===== src/rtl/cisf_map.vh =====
/*
  flag positions and reset value for the can interrupt status flag block.
  assumes inclusion by bare name from design files under rtl/.
*/
`ifndef CISF_MAP_VH
`define CISF_MAP_VH
`define CISF_BIT_RAM_WATCHDOG 26
`define CISF_BIT_BUS_OFF_CHG 25
`define CISF_BIT_WARNING_CHG 24
`define CISF_BIT_PASSIVE_CHG 23
`define CISF_BIT_LOG_OVERFLOW 22
`define CISF_BIT_DEDICATED_RX 19
`define CISF_BIT_TIMEOUT 18
`define CISF_BIT_ACCESS_FAIL 17
`define CISF_FLAG_RESET 32'h00000000
`endif


===== src/rtl/cisf_flag.v =====
/*
  one sticky flag: set by a hardware event, cleared by software.
  assumes synchronous event and clear pulses, reset already synchronised.
*/
`timescale 1ns/100ps
`default_nettype none
module cisf_flag (
  input wire clk_in,
  input wire rst_n_in,
  input wire set_in,
  input wire clr_in,
  output reg flag_out
);
  // set beats a clear in the same cycle
  always @(posedge clk_in or negedge rst_n_in) begin
    if (!rst_n_in) begin
      flag_out <= 1'b0;
    end else if (set_in) begin
      flag_out <= 1'b1;
    end else if (clr_in) begin
      flag_out <= 1'b0;
    end
  end
endmodule
`default_nettype wire


===== src/rtl/cisf_top.v =====
/*
  can interrupt status flags: eight sticky flags in a 32-bit flag word,
  plus the receive storage abort control that goes with the access failure flag.
  a flag shows in the word two edges after its event and holds until cleared.
  the state change flags come from edges on the bus-off, warning and passive levels.
  assumes all event inputs are single-cycle pulses synchronous to ref_clk_in,
  the state inputs are levels, and a clear bit is a one-cycle pulse per flag.
  assumes the receive handler drops its own partial frame when store_abort_out pulses.
  assumes no clock enable: every register runs on every edge.
*/
`timescale 1ns/100ps
`default_nettype none
`include "cisf_map.vh"
module cisf_top #(
  parameter IDX_W = 6
) (
  input wire ref_clk_in,
  input wire rst_n_in,
  input wire ram_watchdog_expired_in,
  input wire bus_off_in,
  input wire error_warning_in,
  input wire error_passive_in,
  input wire error_log_overflow_in,
  input wire store_busy_in,
  input wire store_done_in,
  input wire store_dedicated_in,
  input wire [IDX_W-1:0] store_index_in,
  input wire next_arbitration_done_in,
  input wire ram_write_fail_in,
  input wire timeout_reached_in,
  input wire [31:0] flag_clear_in,
  output reg [31:0] flag_word_out,
  output reg store_abort_out,
  output reg fifo_put_advance_out,
  output reg new_data_set_out,
  output reg [IDX_W-1:0] new_data_index_out,
  output reg [IDX_W-1:0] fifo_put_index_out
);
  // synchronised reset and previous state levels
  reg rst_meta;
  reg rst_sync;
  reg bus_off_prev;
  reg warning_prev;
  reg passive_prev;
  reg state_seen;
  // sticky flag copies, one per event source
  wire ram_watchdog_flag;
  wire bus_off_change_flag;
  wire error_warning_change_flag;
  wire error_passive_change_flag;
  wire error_log_overflow_flag;
  wire dedicated_buffer_stored_flag;
  wire timeout_reached_flag;
  wire ram_access_failure_flag;
  wire [7:0] set_vec;
  wire [7:0] clr_vec;
  // store decode and next values of the store controls
  wire abort_now;
  wire store_ok;
  wire store_to_buffer;
  wire store_to_fifo;
  wire next_store_abort;
  wire next_put_advance;
  wire next_new_data_set;
  wire [IDX_W-1:0] next_put_index;
  reg [31:0] next_flag_word;

  // first stage of the reset release; may go metastable on a late release
  always @(posedge ref_clk_in or negedge rst_n_in) begin
    if (!rst_n_in) begin
      rst_meta <= 1'b0;
    end else begin
      rst_meta <= 1'b1;
    end
  end

  // second stage: the only reader of the first, feeds every other reset
  always @(posedge ref_clk_in or negedge rst_n_in) begin
    if (!rst_n_in) begin
      rst_sync <= 1'b0;
    end else begin
      rst_sync <= rst_meta;
    end
  end

  // bus-off level from the previous edge
  always @(posedge ref_clk_in or negedge rst_sync) begin
    if (!rst_sync) begin
      bus_off_prev <= 1'b0;
    end else begin
      bus_off_prev <= bus_off_in;
    end
  end

  // warning level from the previous edge
  always @(posedge ref_clk_in or negedge rst_sync) begin
    if (!rst_sync) begin
      warning_prev <= 1'b0;
    end else begin
      warning_prev <= error_warning_in;
    end
  end

  // passive level from the previous edge
  always @(posedge ref_clk_in or negedge rst_sync) begin
    if (!rst_sync) begin
      passive_prev <= 1'b0;
    end else begin
      passive_prev <= error_passive_in;
    end
  end

  // first sample after reset only primes the levels, so no false change follows reset
  always @(posedge ref_clk_in or negedge rst_sync) begin
    if (!rst_sync) begin
      state_seen <= 1'b0;
    end else begin
      state_seen <= 1'b1;
    end
  end

  // abort on late filtering or failed ram write; a store finishing alongside is dropped
  assign abort_now = (store_busy_in & next_arbitration_done_in) | ram_write_fail_in;
  assign store_ok = store_done_in & ~abort_now;
  assign store_to_buffer = store_ok & store_dedicated_in;
  assign store_to_fifo = store_ok & ~store_dedicated_in;

  // next values of the store controls; an abort commits nothing, the slot is reused
  assign next_store_abort = abort_now;
  assign next_put_advance = store_to_fifo;
  assign next_new_data_set = store_to_buffer;
  assign next_put_index = fifo_put_index_out + {{(IDX_W-1){1'b0}}, 1'b1};

  // hardware set events, one per flag, order matches clr_vec
  assign set_vec[7] = ram_watchdog_expired_in;
  assign set_vec[6] = state_seen & (bus_off_in ^ bus_off_prev);
  assign set_vec[5] = state_seen & (error_warning_in ^ warning_prev);
  assign set_vec[4] = state_seen & (error_passive_in ^ passive_prev);
  assign set_vec[3] = error_log_overflow_in;
  assign set_vec[2] = store_to_buffer;
  assign set_vec[1] = timeout_reached_in;
  assign set_vec[0] = abort_now;

  // software clear lanes taken from the flag positions in the word
  assign clr_vec[7] = flag_clear_in[`CISF_BIT_RAM_WATCHDOG];
  assign clr_vec[6] = flag_clear_in[`CISF_BIT_BUS_OFF_CHG];
  assign clr_vec[5] = flag_clear_in[`CISF_BIT_WARNING_CHG];
  assign clr_vec[4] = flag_clear_in[`CISF_BIT_PASSIVE_CHG];
  assign clr_vec[3] = flag_clear_in[`CISF_BIT_LOG_OVERFLOW];
  assign clr_vec[2] = flag_clear_in[`CISF_BIT_DEDICATED_RX];
  assign clr_vec[1] = flag_clear_in[`CISF_BIT_TIMEOUT];
  assign clr_vec[0] = flag_clear_in[`CISF_BIT_ACCESS_FAIL];

  // ram watchdog flag
  cisf_flag u_ram_watchdog (
    .clk_in(ref_clk_in),
    .rst_n_in(rst_sync),
    .set_in(set_vec[7]),
    .clr_in(clr_vec[7]),
    .flag_out(ram_watchdog_flag)
  );

  // bus-off change flag
  cisf_flag u_bus_off_change (
    .clk_in(ref_clk_in),
    .rst_n_in(rst_sync),
    .set_in(set_vec[6]),
    .clr_in(clr_vec[6]),
    .flag_out(bus_off_change_flag)
  );

  // warning change flag, kept apart from the other two state flags
  cisf_flag u_warning_change (
    .clk_in(ref_clk_in),
    .rst_n_in(rst_sync),
    .set_in(set_vec[5]),
    .clr_in(clr_vec[5]),
    .flag_out(error_warning_change_flag)
  );

  // passive change flag
  cisf_flag u_passive_change (
    .clk_in(ref_clk_in),
    .rst_n_in(rst_sync),
    .set_in(set_vec[4]),
    .clr_in(clr_vec[4]),
    .flag_out(error_passive_change_flag)
  );

  // error logging overflow flag
  cisf_flag u_log_overflow (
    .clk_in(ref_clk_in),
    .rst_n_in(rst_sync),
    .set_in(set_vec[3]),
    .clr_in(clr_vec[3]),
    .flag_out(error_log_overflow_flag)
  );

  // dedicated buffer stored flag
  cisf_flag u_buffer_stored (
    .clk_in(ref_clk_in),
    .rst_n_in(rst_sync),
    .set_in(set_vec[2]),
    .clr_in(clr_vec[2]),
    .flag_out(dedicated_buffer_stored_flag)
  );

  // timeout reached flag
  cisf_flag u_timeout (
    .clk_in(ref_clk_in),
    .rst_n_in(rst_sync),
    .set_in(set_vec[1]),
    .clr_in(clr_vec[1]),
    .flag_out(timeout_reached_flag)
  );

  // ram access failure flag
  cisf_flag u_access_failure (
    .clk_in(ref_clk_in),
    .rst_n_in(rst_sync),
    .set_in(set_vec[0]),
    .clr_in(clr_vec[0]),
    .flag_out(ram_access_failure_flag)
  );

  // place each flag at its bit of the word; all other bits read zero
  always @* begin
    next_flag_word = `CISF_FLAG_RESET;
    next_flag_word[`CISF_BIT_RAM_WATCHDOG] = ram_watchdog_flag;
    next_flag_word[`CISF_BIT_BUS_OFF_CHG] = bus_off_change_flag;
    next_flag_word[`CISF_BIT_WARNING_CHG] = error_warning_change_flag;
    next_flag_word[`CISF_BIT_PASSIVE_CHG] = error_passive_change_flag;
    next_flag_word[`CISF_BIT_LOG_OVERFLOW] = error_log_overflow_flag;
    next_flag_word[`CISF_BIT_DEDICATED_RX] = dedicated_buffer_stored_flag;
    next_flag_word[`CISF_BIT_TIMEOUT] = timeout_reached_flag;
    next_flag_word[`CISF_BIT_ACCESS_FAIL] = ram_access_failure_flag;
  end

  // flag word register, straight to the output
  always @(posedge ref_clk_in or negedge rst_sync) begin
    if (!rst_sync) begin
      flag_word_out <= `CISF_FLAG_RESET;
    end else begin
      flag_word_out <= next_flag_word;
    end
  end

  // abort pulse towards the receive handler
  always @(posedge ref_clk_in or negedge rst_sync) begin
    if (!rst_sync) begin
      store_abort_out <= 1'b0;
    end else begin
      store_abort_out <= next_store_abort;
    end
  end

  // fifo put advance pulse, only on a clean fifo store
  always @(posedge ref_clk_in or negedge rst_sync) begin
    if (!rst_sync) begin
      fifo_put_advance_out <= 1'b0;
    end else begin
      fifo_put_advance_out <= next_put_advance;
    end
  end

  // new-data pulse, only on a clean dedicated buffer store
  always @(posedge ref_clk_in or negedge rst_sync) begin
    if (!rst_sync) begin
      new_data_set_out <= 1'b0;
    end else begin
      new_data_set_out <= next_new_data_set;
    end
  end

  // buffer index held until the next clean dedicated store
  always @(posedge ref_clk_in or negedge rst_sync) begin
    if (!rst_sync) begin
      new_data_index_out <= {IDX_W{1'b0}};
    end else if (store_to_buffer) begin
      new_data_index_out <= store_index_in;
    end
  end

  // put index moves only on a clean fifo store, so a partial frame slot is rewritten
  always @(posedge ref_clk_in or negedge rst_sync) begin
    if (!rst_sync) begin
      fifo_put_index_out <= {IDX_W{1'b0}};
    end else if (store_to_fifo) begin
      fifo_put_index_out <= next_put_index;
    end
  end
endmodule
`default_nettype wire


===== config.mk =====
export PLATFORM = sky130hd
export DESIGN_NAME = cisf_top
export DESIGN_NICKNAME = d
export VERILOG_FILES = /design/src/rtl/cisf_flag.v /design/src/rtl/cisf_top.v
export VERILOG_INCLUDE_DIRS = /design/src /design/src/rtl
export SDC_FILE = /design/constraint.sdc
export NUM_CORES = 1
export LEC_CHECK = 0
export CAP_MARGIN = 10
export CORE_ASPECT_RATIO = 0.5
export CORE_MARGIN = 2
export CORE_UTILIZATION = 36
export DETAILED_ROUTE_END_ITERATION = 12
export DONT_BUFFER_PORTS = 1
export PLACE_DENSITY = 0.6
export SLEW_MARGIN = 20
export SYNTH_ARGS = -nofsm -noshare
export SYNTH_HDL_FRONTEND = slang
export SYNTH_SLANG_ARGS = --single-unit

===== constraint.sdc =====
create_clock -name ref_clk_in -period 3.7 [get_ports ref_clk_in]
set_clock_uncertainty 0.05 [all_clocks]
set_input_delay 0.37 -clock ref_clk_in [delete_from_list [all_inputs] [get_ports ref_clk_in]]
set_output_delay 0.37 -clock ref_clk_in [all_outputs]
set_load 0.005 [all_outputs]

; ---- Yosys cells after proc, flatten, opt, wreduce, memory -nomap -nowiden
; Index checks and enable logic that the tools add are counted.
[classes]
n_addsub = 1
n_mux = 16
bitwise = 13
n_reduce_logical = 8
[op_table]
columns = cell, count
row1 = $mux W1, 16
row2 = $reduce_bool A2 Y1, 8
row3 = $and A1 B1 Y1, 7
row4 = $add A6 B1 Y6 const B, 1
row5 = $xor A1 B1 Y1, 3
row6 = $not A1 Y1, 2
row7 = $or A1 B1 Y1, 1
[word_totals]
ff_bits = 37
inputBits = 51
output_inout_bits = 47
word_cells = 58

; ---- Depth between registers and ports, before layout
; Gate-level depths: netlist (run 1).
[logic_depth]
ltp_word = 6
mapped_depth = 4
ltp_nobuf = 4

; ---- Hierarchy
; A second synthesis (run 1) with hierarchy kept.
[hier_totals]
hier_cells = 111
area_unflattened_um2 = 1480.2
[by_module_without_submodules]
columns = module, instances, cells_per_inst, area_each_um2, seq_area_each_um2
row1 = cisf_top, 1, 87, 1189.9, 725.7
row2 = cisf_flag, 8, 3, 36.3, 25.0

; ---- Worst setup path after synthesis (run 1)
; Ideal clock, no wire load.
[synth_timing]
path_type = input to register
startpoint = in store_busy_in
endpoint = reg fifo_put_index_out[1]
arrival_time_ns = 1.081
required_ns = 3.525
slack_ns = 2.445
path_stages = 3
path_cell_list = nand2_1 > nor3b_4 > mux2_2
[synth_between]
elab_chain_cells = 5
[synth_rtl]
columns = item, line
row1 = start: declaration, cisf_top.v:24  ; input wire store_busy_in,
row2 = $and A1 B1 Y1, cisf_top.v:123  ; assign abort_now = (store_busy_in & next_arbitration_done_in) | ram_write_fail_in;
row3 = $or A1 B1 Y1, cisf_top.v:123
row4 = $not A1 Y1, cisf_top.v:124  ; assign store_ok = store_done_in & ~abort_now;
row5 = $and A1 B1 Y1, cisf_top.v:124
row6 = $and A1 B1 Y1, cisf_top.v:126  ; assign store_to_fifo = store_ok & ~store_dedicated_in;
row7 = via next_put_advance, cisf_top.v:63  ; wire next_put_advance;
row8 = end signal: assignment, cisf_top.v:287  ; fifo_put_index_out <= {IDX_W{1'b0}};
row9 = end signal: assignment, cisf_top.v:289  ; fifo_put_index_out <= next_put_index;
row10 = end: declaration, cisf_top.v:37  ; output reg [IDX_W-1:0] fifo_put_index_out
; The timed path passes the listed nets, and every way through them passes these cells.
; A chain may end at the register's enable or synchronous reset.

; ---- Final worst setup path (run 1)
[layout_timing]
startpoint = reg fifo_put_index_out[0]
endpoint = reg fifo_put_index_out[4]
[layout_between]
elab_chain_cells = 1
[layout_rtl]
columns = item, line
row1 = $add A6 B1 Y6, cisf_top.v:132  ; assign next_put_index = fifo_put_index_out + {{(IDX_W-1){1'b0}}, 1'b1};
; Every way passes these cells.

==> results.toml, run 1 <==
[placed_design]
place_inst = 166
hpwl_um = 1550
globalplace.congestion = 0.648
portBuffers = 0

[yosys]
synth_xor_area_frac = 0.0466
synth-compound-area-share = 0.0333
synth_seq_cells = 37
ys_seq_area_frac = 0.616
synth_cells = 111
synthArstFlopShare = 1.00
synth_top_area_frac = 0.616
synth_edf_count = 0
synth_common_cells = "dfrtp_1, buf_4, inv_1"
ys_warn_count = 0
ys_types = 20
synth_area_um2 = 1500
synth_simple_gate_area_frac = 0.0965
syn_avg_cell_area_um2 = 13.5
synth_area_leaders = "dfrtp_1, buf_4, mux2_2"
synth_top_family_by_area = "buffers and inverters"
ys.flop_type = "dfrtp_1"
synth_fa_ha_area_frac = 0.00832
yosysTopAreaCell = "dfrtp_1"
synth_mux_area_frac = 0.0524
yosysMostFrequentCell = "dfrtp_1"

[cells_and_area]
fillers = 384
layout.nets = 172
largestRegisters = "flag_word_out x8, fifo_put_index_out x6, new_data_index_out x6"
drive_above_1_share = 0.175
largest_register_ffs = 8
final_cells = 174
n_antenna_cell = 0
regMostFlops = "flag_word_out"
area_growth_pct = 5.66

[clocking]
cts_root_buffer = "clkbuf_8"
cts_buffer_depth = 2
numClockSinks = 37
postCtsSetupBuffers = 0
cts_tree = "done"
clk_pin_slew_ns = 0.07
clk_latency_ns = 0.27
htreeDepth = 2
cts_made_buffers = 5

[die]
start_util = 0.379
die_w_um = 95.4
die_area_um2 = 4740
coreArea_um2 = 3960
fp-row-count = 16
io_pins = 98
die_h_um = 49.7

[drt]
topRoutingLayerUsed = "met4"
drtIter0Drc = 19
detail_route.wl_per_cell_um = 11.6
via_per_inst = 4.06
wl_met2_um = 1070
met3_length_um = 146
detail-route-antenna-nets = 0
finalWirelength_um = 2020
met1Wirelength_um = 783
firstDrtPassIters = 4
via_count = 706
drc_errors = 0

[timing]
rsz0062_at_grt = "false"
hold_violations = 0
finalSetupViolCount = 0
tns_ns = 0
fmax_mhz = 714
drv_slew = 0
period_needed_ns = 1.40
timing.final.crit_share = 0.378

[power_and_ir_drop]
p_leak_nw = 0.795
ir_drop_v = 0.000159
power_density_nw_per_um2 = 551

[min_path]
hold_class = "in -> reg"

[job]
maxCapViolCount = 0

[worst_setup_path]
worstSetupEndpointType = "register"
path_max_fanout = 4
path_class = "reg -> reg"
arrival_ns = 1.55
critPathLaunchType = "register"
cp.required_ns = 3.85

[run_status]
status = "finished, final reports clean"

[grt]
gr-total-overflow = 0
grtUsageTotal = 0.0959
grt_max_degree = 36
grt_pass1_wl_um = 3350
grt_pass1_vias = 657
antenna_found_initial = 0
[critical path: stages, from the launching register on]
cell     delay, ns
dfrtp_1       0.47
ha_1          0.21
nand3_1       0.08
nor4b_1       0.31
xor2_1        0.19
[stage by stage]
step / hold slack, ns / worst slack, ns / utilization / total power [mW] / area, um^2
floorplan: 0.0244 / 2.44 / - / 0.602 / 1590
global placement: 0.0245 / 2.33 / 0.376 / 0.604 / 1490
detailed placement: 0.0245 / 2.31 / 0.376 / 0.611 / 1490
CTS: 0.0535 / 2.28 / 0.401 / 0.895 / 1590
global route: 0.0472 / 2.14 / 0.401 / 0.934 / 1590
finish: 0.0698 / 2.30 / 0.401 / 0.876 / 1590
[repair_timing]
item                                   4_1_cts  5_1_grt
endpoints found under the hold margin        2        0
resized for setup                            0        0
hold buffers                                 1        0
[cells by family (layout without fill, tap and decap cells)]
group,count (synthesis),count (layout)
buffers and inverters,33,18
muxes,7,7
adders and majority gates,1,1
and+or+nand+nor,15,15
xor gates and xnor gates,8,8
DFF,37,37
other,2,26
AOI/OAI and AO/OA,8,8
[placed cells by master (no fill, tap or decap), drive strengths merged]
cell	Yosys	final
dfrtp	37	37
conb	2	26
inv	9	9
xor2	8	8
mux2	7	7
clkbuf	0	6
nand2	5	5
o21ai	4	4
a21o	4	4
nand2b	2	2
nand4b	2	2
nor3b	2	2
nor4b	2	2
nand3	1	1
and4bb	1	1
ha	1	1
clkinvlp	0	1
dlygate4sd3	0	1
buf	24	1
[final timing paths]
kind                                             from                         to  slack [ns]  cells past startpoint
worst max-delay path            fifo_put_index_out[0]      fifo_put_index_out[4]        2.30                      4
worst min-delay path                 error_warning_in               warning_prev        0.07                      0
worst max register to register  fifo_put_index_out[0]      fifo_put_index_out[4]        2.30                      4
worst min register to register               rst_sync      new_data_index_out[5]        0.22                      1
max in group asynchronous                    rst_sync  u_access_failure.flag_out        3.08                      1
min in group asynchronous                    rst_sync      new_data_index_out[5]        0.22                      1
[routing by layer]
metal / vias to the layer above / global-route usage
met5: - / 0
met4: 0 / 0.0500
met3: 2 / 0.0382
met2: 35 / 0.148
met1: 345 / 0.116
li1: 324 / -
[power breakdown]
| part | switching, mW | internal [mW] |
|---|---|---|
| registers | 0.0600 | 0.461 |
| logic | 0.0362 | 0.0411 |
| clock network | 0.130 | 0.147 |
| total | 0.227 | 0.650 |
[area by class of cell]
class,instances,area (um^2),area share
Clock inverter,1,7.51,0.00472
Clock buffer,6,82.6,0.0520
Multi-Input combinational cell,65,454,0.286
Tap cell,54,67.6,0.0425
Timing Repair Buffer,2,17.5,0.0110
Sequential cell,37,926,0.583
Inverter,9,33.8,0.0213
No activity file was read; power rests on OpenSTA's default activity.
==> run 2, diff against run 1 <==
- clock period: 3.7 -> 1.29 ns (I/O delays scaled with it)
==> run 2 against run 1 <==
Against the previous run: final cell count up 17%; core utilization rose by 6.9 points; global-route usage is 1.7 points higher; combinational power rose to 5.0 times the previous value; via count grew 16%; die area unchanged; sequential cell count stayed put; register-to-register slack worse by 2.3 ns; sequential share of layout area decreased by 8.6 points; power rose to 3.0 times the previous value; sequential power grew to 2.8 times the previous value; critical path type is now in -> reg; critical endpoint is now fifo_put_index_out[1]; largest power group unchanged.
==> results.toml, run 2 (synthesis results as in run 1) <==
[worst_setup_path]
cpMaxStageDelayCell = "dlygate4sd3_1"
cp_cell_sequence = "dlygate4sd3_1, nand2b_4, nor3b_4, mux2_2"
cp.required_ns = 1.41
arrival_ns = 1.39
critPathMaxStageDelay_ns = 0.58
critPathLaunchType = "input pin"
path_max_fanout = 5
worstSetupEndpointType = "register"
path_class = "in -> reg"

[clocking]
cts_tree = "done"
cts_root_buffer = "clkbuf_8"
cts_buffer_depth = 2
cts_made_buffers = 5
clk_pin_slew_ns = 0.07
numClockSinks = 37
htreeDepth = 2
clk_latency_ns = 0.28

[placed_design]
hpwl_um = 1610
place_inst = 169
portBuffers = 0
place_ws_ns = 0.0587
dpl_cell_area_um2 = 1510
globalplace.congestion = 0.680

[drt]
via_per_inst = 4.02
firstDrtPassIters = 4
via_count = 816
drc_errors = 0
finalWirelength_um = 2360
detail-route-antenna-nets = 0
detail_route.wl_per_cell_um = 11.6
drtIter0Drc = 13

[grt]
grt.busiest_layer = "met2"
grt_pass1_wl_um = 3900
gr-total-overflow = 0
globalRouteMet2Util = 0.187
grtUsageTotal = 0.113
grt_max_degree = 36
grt.met1_usage = 0.127
antenna_found_initial = 0
grt_pass1_vias = 785
gr-usage-met3 = 0.0443

[cells_and_area]
largest_register_ffs = 8
layout.nets = 200
final_cell_mix = "dfrtp_1, conb_1, dlygate4sd3_1"
fillers = 367
drive_above_1_share = 0.181
mostFrequentLayoutCell = "dfrtp_1"
largestRegisters = "flag_word_out x8, fifo_put_index_out x6, new_data_index_out x6"
finalInstanceArea_um2 = 1860
regMostFlops = "flag_word_out"
n_antenna_cell = 0
final_cells = 203
area_growth_pct = 24.0

[timing]
hold_violations = 0
drv_slew = 0
fmax_mhz = 783
whs_ns = 0.0176
worst_slack_ns = 0.0124
rsz0062_at_grt = "false"
tns_ns = 0
period_needed_ns = 1.28
timing.final.crit_share = 0.990
finalSetupViolCount = 0

[die]
die_w_um = 95.4
die_area_um2 = 4740
fp-row-count = 16
io_pins = 98
start_util = 0.379
die_h_um = 49.7
coreArea_um2 = 3960

[job]
maxCapViolCount = 0

[min_path]
hold_class = "in -> reg"

[run_status]
status = "finished, final reports clean"

[power_and_ir_drop]
ir_drop_v = 0.000398
p_leak_nw = 0.926
power_density_nw_per_um2 = 1390
-- run 2: cell count changes in the layout (fill, tap and decap cells not counted), sizes merged --
cell | previous run | this run
dlygate4sd3 | 1 | 24
buf | 1 | 6
clkinv | 0 | 2
clkinvlp | 1 | 0
-- run 2: what timing repair did --
action	CTS	global route
hold endpoints to repair	23	1
resized for setup	0	2
setup endpoints to repair	0	4
setup buffers	0	2
hold buffers	24	1
-- run 2: metrics by stage --
step / util / power [mW]
floorplan: - / 1.73
global placement: 0.381 / 1.78
detailed placement: 0.381 / 1.80
CTS: 0.463 / 2.65
global route: 0.470 / 2.77
finish: 0.470 / 2.59
-- run 2: report_power, final --
group	leakage [nW]	switching, mW	internal [mW]
clock network	0.0450	0.376	0.374
logic	0.440	0.178	0.212
registers	0.441	0.130	1.32
total	0.926	0.684	1.91
-- run 2: cell type report --
cell class              count  area, um^2  share of cell area
flip-flops and latches     37         926               0.497
multi-input cells          65         469               0.252
inverters                   9        33.8              0.0181
clock buffers               6        72.6              0.0389
clock inverters             2        10.0             0.00537
well taps                  54        67.6              0.0362
repair buffers             30         285               0.153
-- run 2: worst max-delay path, delay by kind of cell --
kind / cells / cell delay (ns)
buf+inv: 1 / 0.58
mux: 1 / 0.35
simple gates: 2 / 0.34
-- run 2: layer usage --
layer / vias to the layer above / wire length (um)
met3: 4 / 158
met5: - / 0
li1: 380 / -
met1: 392 / 919
met2: 40 / 1260
met4: 0 / 23
-- run 2: worst paths after layout --
path	start	to	slack, ns	cells after the start
max	store_done_in	fifo_put_index_out[1]	0.01	4
min	error_passive_in	u_passive_change.flag_out	0.02	3
max reg2reg	u_log_overflow.flag_out	u_log_overflow.flag_out	0.03	2
min reg2reg	rst_sync	new_data_index_out[2]	0.23	1
max in group asynchronous	rst_sync	flag_word_out[22]	0.66	1
min in group asynchronous	rst_n_in	rst_sync	0.03	1
